[config.mk]
export PLATFORM = sky130hd
export DESIGN_NAME = upmc_top
export DESIGN_NICKNAME = d
export VERILOG_FILES = /design/src/rtl/upmc_pkg.sv /design/src/rtl/upmc_top.sv
export SDC_FILE = /design/constraint.sdc
export NUM_CORES = 1
export LEC_CHECK = 0
export BUFFER_PORTS_ARGS = -buffer_cell sky130_fd_sc_hd__buf_2
export CAP_MARGIN = 20
export CORE_ASPECT_RATIO = 0.5
export CORE_MARGIN = 2
export CORE_UTILIZATION = 47
export CTS_CLUSTER_SIZE = 14
export DETAILED_ROUTE_END_ITERATION = 16
export HOLD_SLACK_MARGIN = 0.15
export PLACE_DENSITY = 0.78
export SKIP_LAST_GASP = 1
export SLEW_MARGIN = 25
export SYNTH_ARGS = -nofsm -noshare
export SYNTH_HDL_FRONTEND = slang
export SYNTH_SLANG_ARGS = --single-unit
[constraint.sdc]
create_clock -name I_MCLK -period 1.9 [get_ports I_MCLK]
set_clock_uncertainty 0.2 [all_clocks]
set_input_delay 0.285 -clock I_MCLK [delete_from_list [all_inputs] [get_ports I_MCLK]]
set_output_delay 0.285 -clock I_MCLK [all_outputs]
set_load 0.05 [all_outputs]
[src/rtl/upmc_pkg.sv]
// Constants, register map and state type for the serial pin and mode control block.
package upmc_pkg;
    // Register byte offsets; channel B sits one stride above channel A.
    localparam logic [7:0] OFF_MODEM_CTRL = 8'h00;
    localparam logic [7:0] OFF_FEATURE = 8'h04;
    localparam logic [7:0] OFF_DIV_EXTRA = 8'h08;
    localparam logic [7:0] OFF_PIN_STATUS = 8'h0C;
    localparam logic [7:0] OFF_CHAN_STRIDE = 8'h10;
    localparam logic [7:0] OFF_SYS_STATUS = 8'h20;

    // Field positions in the modem control register.
    localparam int MCR_DTR = 0;
    localparam int MCR_RTS = 1;
    localparam int MCR_IRQ_EN = 3;
    localparam int MCR_IR_MODE = 6;
    // Field positions in the enhanced feature and divisor extra registers.
    localparam int EFR_AUTO_RTS = 6;
    localparam int EFR_AUTO_CTS = 7;
    localparam int DLD_RX_INV = 0;
    localparam int DLD_HDX = 6;
    // Field positions in the pin status register.
    localparam int PST_CTS = 0;
    localparam int PST_DSR = 1;
    localparam int PST_CD = 2;
    localparam int PST_RI = 3;
    localparam int PST_RX = 4;
    // Field positions in the system status register.
    localparam int SYS_STROBE_PAIR = 0;
    localparam int SYS_DEV_RST = 1;

    // Reset values of the software registers.
    localparam logic [7:0] RST_MODEM_CTRL = 8'h00;
    localparam logic [7:0] RST_FEATURE = 8'h00;
    localparam logic [7:0] RST_DIV_EXTRA = 8'h00;

    // Synchroniser bit positions; each modem group holds channel A then B.
    localparam int SY_CTS = 0;
    localparam int SY_DSR = 2;
    localparam int SY_CD = 4;
    localparam int SY_RI = 6;
    localparam int SY_RX = 8;
    localparam int SY_DEV_RST = 10;
    localparam int SY_BUS_SEL = 11;
    // Idle pin levels: modem lines high, receive high, reset low, bus select pulled high.
    localparam logic [11:0] SYNC_RST = 12'hBFF;

    // Shortest device reset pulse that is honoured.
    localparam int CLK_PERIOD_NS = 20;
    localparam int RST_MIN_NS = 40;
    localparam int RST_MIN_CYC_I = (RST_MIN_NS + CLK_PERIOD_NS - 1) / CLK_PERIOD_NS;
    localparam logic [2:0] RST_MIN_CYC = 3'(RST_MIN_CYC_I);

    // Whole state of the block.
    typedef struct packed {
        logic [1:0][7:0] modem_control_reg;
        logic [1:0][7:0] enhanced_feature_reg;
        logic [1:0][7:0] divisor_extra_reg;
        logic [11:0] sync_m;
        logic [11:0] sync_s;
        logic [2:0] rst_cnt;
        logic dev_rst;
        logic strobe_pair;
        logic [1:0] tx;
        logic [1:0] rxd;
        logic [1:0] irq;
        logic [1:0] irq_oe;
        logic [1:0] gp_n;
        logic [1:0] rts_n;
        logic [1:0] dtr_n;
        logic [1:0] tx_permit;
        logic [31:0] prdata;
        logic pready;
        logic pslverr;
    } upmc_state_s;
endpackage

[src/rtl/upmc_top.sv]
// Pin and mode control of a dual serial channel, with an APB register slave.
`timescale 1ns/1ns
// How it works
// Interrupt enable bit set: interrupt pin driven, general output port low.
// Interrupt enable bit clear: interrupt pin released, general output port high.
// Software should not use the general output port while interrupts use it.
// Standard mode: transmit output high in reset and while idle.
// Infrared mode: encoder path used, transmit output rests low when idle.
// Remote party keeps receive input high when idle in standard mode.
// Software may invert the infrared receive input before the decoder.
// Software asserts request-to-send before relying on automatic flow control.
// Request-to-send doubles as half-duplex direction control when enabled.
// Clear-to-send is a general input and gates transmit when enabled.
// Terminal ready is an output; set ready, carrier, ring are inputs.
// Bus select high picks strobe-pair style, low picks direction-select style.
// Reset pin is active high in strobe-pair style, low otherwise.
// A reset pulse of minimum width returns registers and outputs to reset.
// During reset transmit outputs stay high and receive input is ignored.
// Reset and modem inputs are synchronised and reset releases on an edge.
module upmc_top
    import upmc_pkg::*;
(
    // Clock and block reset.
    input wire logic I_MCLK,
    input wire logic I_RESET_N,
    // APB slave.
    input wire logic I_PSEL,
    input wire logic I_PENABLE,
    input wire logic I_PWRITE,
    input wire logic [7:0] I_PADDR,
    input wire logic [31:0] I_PWDATA,
    output logic [31:0] O_PRDATA,
    output logic O_PREADY,
    output logic O_PSLVERR,
    // Device pins: bus select and device reset.
    input wire logic I_BUS_SEL,
    input wire logic I_DEV_RESET,
    // Per channel core side, index 0 is channel A.
    input wire logic [1:0] I_TX_BIT,
    input wire logic [1:0] I_TX_ACTIVE,
    input wire logic [1:0] I_IRQ_REQ,
    input wire logic [1:0] I_RX_HALT,
    output logic [1:0] O_RX_DATA,
    output logic [1:0] O_TX_PERMIT,
    // Per channel pins.
    output logic [1:0] O_SERIAL_OUT,
    input wire logic [1:0] I_SERIAL_IN,
    output logic [1:0] O_IRQ_OUT_CHAN,
    output logic [1:0] O_IRQ_OUT_CHAN_OE,
    output logic [1:0] O_GP_OUT_PORT_CHAN_N,
    output logic [1:0] O_REQUEST_TO_SEND_N,
    input wire logic [1:0] I_CLEAR_TO_SEND_N,
    output logic [1:0] O_TERMINAL_READY_N,
    input wire logic [1:0] I_SET_READY_N,
    input wire logic [1:0] I_CARRIER_DETECT_N,
    input wire logic [1:0] I_RING_INDICATOR_N,
    // Mode status.
    output logic O_BUS_STROBE_PAIR,
    output logic O_DEV_RESET_ACTIVE
);

    upmc_state_s st_q;
    upmc_state_s st_d;
    logic dev_pin_active;

    // Word aligned and inside the map.
    function automatic logic addr_ok(input logic [7:0] a);
        addr_ok = (a[1:0] == 2'b00) && ((a < OFF_SYS_STATUS) || (a == OFF_SYS_STATUS));
    endfunction

    // Read data for one address; unmapped addresses read as zero.
    function automatic logic [31:0] reg_read(input upmc_state_s s, input logic [7:0] a);
        logic c;
        logic [7:0] v;
        c = a[4];
        v = 8'h00;
        if (a == OFF_SYS_STATUS) begin
            v[SYS_STROBE_PAIR] = s.strobe_pair;
            v[SYS_DEV_RST] = s.dev_rst;
        end else if (a < OFF_SYS_STATUS) begin
            case (a[3:0])
                OFF_MODEM_CTRL[3:0]: v = s.modem_control_reg[c];
                OFF_FEATURE[3:0]: v = s.enhanced_feature_reg[c];
                OFF_DIV_EXTRA[3:0]: v = s.divisor_extra_reg[c];
                OFF_PIN_STATUS[3:0]: begin
                    v[PST_CTS] = ~s.sync_s[SY_CTS + int'(c)];
                    v[PST_DSR] = ~s.sync_s[SY_DSR + int'(c)];
                    v[PST_CD] = ~s.sync_s[SY_CD + int'(c)];
                    v[PST_RI] = ~s.sync_s[SY_RI + int'(c)];
                    v[PST_RX] = s.sync_s[SY_RX + int'(c)];
                end
                default: v = 8'h00;
            endcase
        end
        reg_read = {24'h00_0000, v};
    endfunction

    // Reset pin polarity follows the synchronised bus style.
    assign dev_pin_active = st_q.sync_s[SY_BUS_SEL] ? st_q.sync_s[SY_DEV_RST] : ~st_q.sync_s[SY_DEV_RST];

    // Next state: synchronisers, reset filter, APB slave and pin logic.
    always_comb begin
        logic c;
        c = I_PADDR[4];
        st_d = st_q;
        // The first stage feeds only the second; all logic reads the second.
        st_d.sync_m = {I_BUS_SEL, I_DEV_RESET, I_SERIAL_IN, I_RING_INDICATOR_N, I_CARRIER_DETECT_N,
                       I_SET_READY_N, I_CLEAR_TO_SEND_N};
        st_d.sync_s = st_q.sync_m;
        st_d.strobe_pair = st_q.sync_s[SY_BUS_SEL];

        // Pulses shorter than the minimum width are filtered out as glitches.
        if (dev_pin_active) begin
            st_d.rst_cnt = (st_q.rst_cnt >= RST_MIN_CYC) ? st_q.rst_cnt : st_q.rst_cnt + 3'd1;
        end else begin
            st_d.rst_cnt = 3'd0;
        end
        st_d.dev_rst = (st_d.rst_cnt >= RST_MIN_CYC);

        // Zero wait slave: data and ready are prepared in the setup cycle.
        st_d.pready = 1'b0;
        st_d.pslverr = 1'b0;
        if (I_PSEL && !I_PENABLE) begin
            st_d.pready = 1'b1;
            st_d.pslverr = !addr_ok(I_PADDR);
            st_d.prdata = I_PWRITE ? 32'h0000_0000 : reg_read(st_q, I_PADDR);
        end
        if (I_PSEL && I_PENABLE && st_q.pready && I_PWRITE && addr_ok(I_PADDR) && I_PADDR < OFF_SYS_STATUS) begin
            case (I_PADDR[3:0])
                OFF_MODEM_CTRL[3:0]: st_d.modem_control_reg[c] = I_PWDATA[7:0];
                OFF_FEATURE[3:0]: st_d.enhanced_feature_reg[c] = I_PWDATA[7:0];
                OFF_DIV_EXTRA[3:0]: st_d.divisor_extra_reg[c] = I_PWDATA[7:0];
                default: st_d.modem_control_reg = st_d.modem_control_reg;
            endcase
        end
        // Device reset wins over a write in the same cycle.
        if (st_q.dev_rst) begin
            st_d.modem_control_reg = {2{RST_MODEM_CTRL}};
            st_d.enhanced_feature_reg = {2{RST_FEATURE}};
            st_d.divisor_extra_reg = {2{RST_DIV_EXTRA}};
        end

        // Pin logic for both channels.
        for (int i = 0; i < 2; i++) begin
            if (st_q.dev_rst) begin
                st_d.tx[i] = 1'b1;
                st_d.rxd[i] = 1'b1;
                st_d.irq_oe[i] = 1'b0;
                st_d.irq[i] = 1'b0;
                st_d.gp_n[i] = 1'b1;
                st_d.rts_n[i] = 1'b1;
                st_d.dtr_n[i] = 1'b1;
                st_d.tx_permit[i] = 1'b0;
            end else begin
                // Infrared sends a pulse for each zero bit, so its line rests low.
                if (st_q.modem_control_reg[i][MCR_IR_MODE]) begin
                    st_d.tx[i] = I_TX_ACTIVE[i] & ~I_TX_BIT[i];
                    st_d.rxd[i] = ~(st_q.sync_s[SY_RX + i] ^ st_q.divisor_extra_reg[i][DLD_RX_INV]);
                end else begin
                    st_d.tx[i] = ~I_TX_ACTIVE[i] | I_TX_BIT[i];
                    st_d.rxd[i] = st_q.sync_s[SY_RX + i];
                end
                // Interrupt pin and general output port share one enable bit.
                st_d.irq_oe[i] = st_q.modem_control_reg[i][MCR_IRQ_EN];
                st_d.irq[i] = st_q.modem_control_reg[i][MCR_IRQ_EN] & I_IRQ_REQ[i];
                st_d.gp_n[i] = ~st_q.modem_control_reg[i][MCR_IRQ_EN];
                // Half duplex steering overrides flow control on the same pin.
                if (st_q.divisor_extra_reg[i][DLD_HDX]) begin
                    st_d.rts_n[i] = ~I_TX_ACTIVE[i];
                end else if (st_q.enhanced_feature_reg[i][EFR_AUTO_RTS]) begin
                    st_d.rts_n[i] = ~(st_q.modem_control_reg[i][MCR_RTS] & ~I_RX_HALT[i]);
                end else begin
                    st_d.rts_n[i] = ~st_q.modem_control_reg[i][MCR_RTS];
                end
                st_d.dtr_n[i] = ~st_q.modem_control_reg[i][MCR_DTR];
                st_d.tx_permit[i] = ~st_q.enhanced_feature_reg[i][EFR_AUTO_CTS] | ~st_q.sync_s[SY_CTS + i];
            end
        end
    end

    // One register for the whole state; block reset loads constants only.
    always_ff @(posedge I_MCLK) begin
        if (!I_RESET_N) begin
            st_q <= '0;
            st_q.sync_m <= SYNC_RST;
            st_q.sync_s <= SYNC_RST;
            st_q.strobe_pair <= 1'b1;
            st_q.tx <= 2'b11;
            st_q.rxd <= 2'b11;
            st_q.gp_n <= 2'b11;
            st_q.rts_n <= 2'b11;
            st_q.dtr_n <= 2'b11;
        end else begin
            st_q <= st_d;
        end
    end

    // Every output is a flip-flop of the state.
    assign O_PRDATA = st_q.prdata;
    assign O_PREADY = st_q.pready;
    assign O_PSLVERR = st_q.pslverr;
    assign O_RX_DATA = st_q.rxd;
    assign O_TX_PERMIT = st_q.tx_permit;
    assign O_SERIAL_OUT = st_q.tx;
    assign O_IRQ_OUT_CHAN = st_q.irq;
    assign O_IRQ_OUT_CHAN_OE = st_q.irq_oe;
    assign O_GP_OUT_PORT_CHAN_N = st_q.gp_n;
    assign O_REQUEST_TO_SEND_N = st_q.rts_n;
    assign O_TERMINAL_READY_N = st_q.dtr_n;
    assign O_BUS_STROBE_PAIR = st_q.strobe_pair;
    assign O_DEV_RESET_ACTIVE = st_q.dev_rst;
endmodule

==> summary.txt <==
first-pass iteration count of the detailed router: 4
Largest stage delay, worst path: 580 ps
RSZ-0062 raised after global routing: false
Cell Count, Final, Fillers Out: 671
clk_lat worst skew: 350 ps
DRT Wirelength: 9590 um
Place WS: -253 ps
placed insts: 622
Nets: 616
EDFF count, synth: 0
CP endpoint kind: flip-flop
startpoint types: input port
io pins: 117
period utilization: 95.1%
CTS tree: yes
initial core utilization: 49.5%
WP depth: 7
synth unique cells: 44
pin count of the biggest net entering global routing: 51
critical path buffer and inverter count: 3
global-route wire length before repair: 15,300 um
total number of vias: 3,316
number of max-cap violations: 0
fmax: 553 MHz
Hold Path Cell Cnt: 4
outcome: finished, final reports clean
GRT Resource Usage Total: 19.7%
CP max FO: 4
Post-Syn Area: 4410 sq um
sequential area share after synthesis: 46.7%
worst path cell trace: buf_2 -> dlygate4sd3_1 -> nor3_2 -> nor4b_4 -> buf_4 -> o21ai_0 -> a31oi_1
Worst Hold Slack: 169 ps
Detailed Place HPWL: 6810 um
layout cell share with drive strength beyond 1: 26.9%
Worst R2R Path Depth: 6
Post-CTS Setup Inserts: 0
CP max stage cell: dlygate4sd3_1
CP delay by family, top: buffers and inverters
Synth Warn #: 0
Post-synth top flop: dfxtp_1
CTS H-tree lvls: 3
required time worst endpoint: 1990 ps
die area: 10,200 sq um
Setup CP Type: input port to flip-flop
VDD IR-drop max: 0.497 mV
Placer Congestion: 0.957
# rows: 24
final setup fails: 0
antenna-violating nets left: 0
Die Height: 72.5 um
WL/cell: 14.3 um
Root Driver: clkbuf_16
vias per std cell: 4.94
Power Dens Cells: 813 nW/um^2
leakage: 2.48 nW
final hold viol count: 0
total CTS buffers: 9
via count of the first global-routing pass: 3,170
Crit path arrival time: 1900 ps
ys async rst share: 0%
setup slack after layout: 93.0 ps
Area Growth Syn to Fin: 24.0%
Die Wd: 141 um
Clock Sinks: 103
synthesized instance count: 450
I/O Buffers: 68
syn_area_per_cell: 9.81 sq um
Slew Viols, Final: 0
Worst Hold Class: input port to flip-flop
Tmin final: 1810 ps
core area: 8920 sq um
CTS max path bufs: 2
initial DRC count: 238
Fillers: 735
initial antenna violation count: 0
Remaining DRCs: 0
clk slew on worst S/H paths: 80 ps
#FFs+latches synth: 103
ANT cells: 0
GRT Residual Overflow: 0
## stage by stage
stage | power (mW) | area, sq um | TNS [ps] | util, %
after global placement | 2.63 | 4830 | -5450 | 54.1
after floorplan | 2.56 | 4520 | -1480 | -
after global routing | 4.60 | 5470 | 0 | 61.4
after detailed placement | 2.64 | 4830 | -6700 | 54.1
final | 4.45 | 5470 | 0 | 61.4
after CTS | 4.48 | 5450 | 0 | 61.2
## area by class of cell
class / count / area (sq um) / area share [%]
Sequential cell: 103 / 2060 / 37.7
Multi-Input combinational cell: 294 / 1970 / 36.0
Timing Repair Buffer: 137 / 978 / 17.9
Clock buffer: 9 / 225 / 4.11
Tap cell: 117 / 146 / 2.67
Clock inverter: 7 / 72.6 / 1.33
Inverter: 4 / 15.0 / 0.274
## cells in the mapped netlist (3+ instances only)
library cell | instances | area share (%)
nor2_1 | 43 | 3.7
a41o_1 | 3 | 0.68
nor2b_1 | 5 | 0.71
o211ai_1 | 3 | 0.51
and3_1 | 5 | 0.71
mux2i_1 | 64 | 15
clkbuf_1 | 14 | 1.2
o2bb2ai_1 | 4 | 0.79
o21ai_0 | 9 | 1.0
nor3_1 | 4 | 0.45
o22ai_1 | 8 | 1.1
a22oi_1 | 4 | 0.68
buf_2 | 6 | 0.68
inv_1 | 4 | 0.34
nor2_2 | 16 | 2.3
buf_4 | 49 | 8.3
nand3_1 | 5 | 0.57
a21oi_1 | 9 | 1.0
dfxtp_1 | 103 | 47
or4b_1 | 3 | 0.68
nand2_1 | 24 | 2.0
nand2b_1 | 27 | 3.8
xnor2_1 | 6 | 1.2
and2_1 | 4 | 0.57
## cell families (layout without fill, tap and decap cells)
logic type	Yosys count	count (layout)	share of synthesized area, %
and+or+nand+nor	151	151	18.6
DFF	103	103	46.7
buffers and inverters	76	157	11.1
muxes	66	66	15.0
AOI/OAI and AO/OA	45	45	6.69
xor gates and xnor gates	6	6	1.19
adders and majority gates	2	2	0.567
other	1	24	0.0850
## final timing paths
kind,to,start,slack [ps]
setup / recovery,O_PRDATA[1],I_PADDR[7],90
hold / removal,O_PRDATA[0],I_PSEL,170
setup reg to reg,st_q[87],O_PREADY,220
hold reg to reg,st_q[55],st_d[55],210
## worst register-to-register path: stages (launching register included)
cell	delay, ps
dfxtp_2	340
nand4_1	140
buf_4	190
nor3_4	260
buf_4	180
mux2i_1	220
nor2_2	50
## registers in the layout (all words and copies together) (netlist names)
register and cells:
O_REQUEST_TO_SEND_N 2, O_GP_OUT_PORT_CHAN_N 2, st_q 62, O_SERIAL_OUT 2, O_TERMINAL_READY_N 2, O_DEV_RESET_ACTIVE 1, O_BUS_STROBE_PAIR 1, O_RX_DATA 2
st_d 13, O_PREADY 1, O_PSLVERR 1, O_IRQ_OUT_CHAN 2, O_IRQ_OUT_CHAN_OE 2, O_PRDATA 8, O_TX_PERMIT 2
## where the power goes
group          internal, mW  switching (mW)  total, mW
clock network         0.929           0.880       1.81
logic                 0.155           0.284      0.440
registers              2.19          0.0131       2.20
total                  3.27            1.18       4.45
## metal layers
layer | track usage, % | wire length [um] | vias up
met1 | 24.0 | 4130 | 1518
li1 | - | - | 1665
met3 | 7.13 | 833 | 14
met5 | 0 | 0 | -
met4 | 8.11 | 153 | 0
met2 | 32.1 | 4470 | 119
## cells in the final DEF (no fill, tap or decap), drive strengths merged, types with 2 or more instances in the layout
master,instances
clkbuf,9
inv,8
nand3b,2
mux2,2
o211ai,3
and3,5
nand3,5
o22ai,8
nand2b,27
nor2b,5
nor2,59
a221oi,2
nor3,6
a41o,3
dfxtp,103
o2bb2ai,4
a21oi,9
a22oi,4
mux2i,64
or2,2
o21ai,9
buf,104
nand2,24
nor4,2
clkinv,2
and2,4
dlygate4sd3,33
a31oi,2
ha,2
xnor2,6
or4b,4
conb,24
## what timing repair did
item,CTS,global route
resized for setup,0,3
hold buffers,33,0
setup endpoints to repair,0,8
endpoints found under the hold margin,74,0
Power figures use the tool's default switching activity.
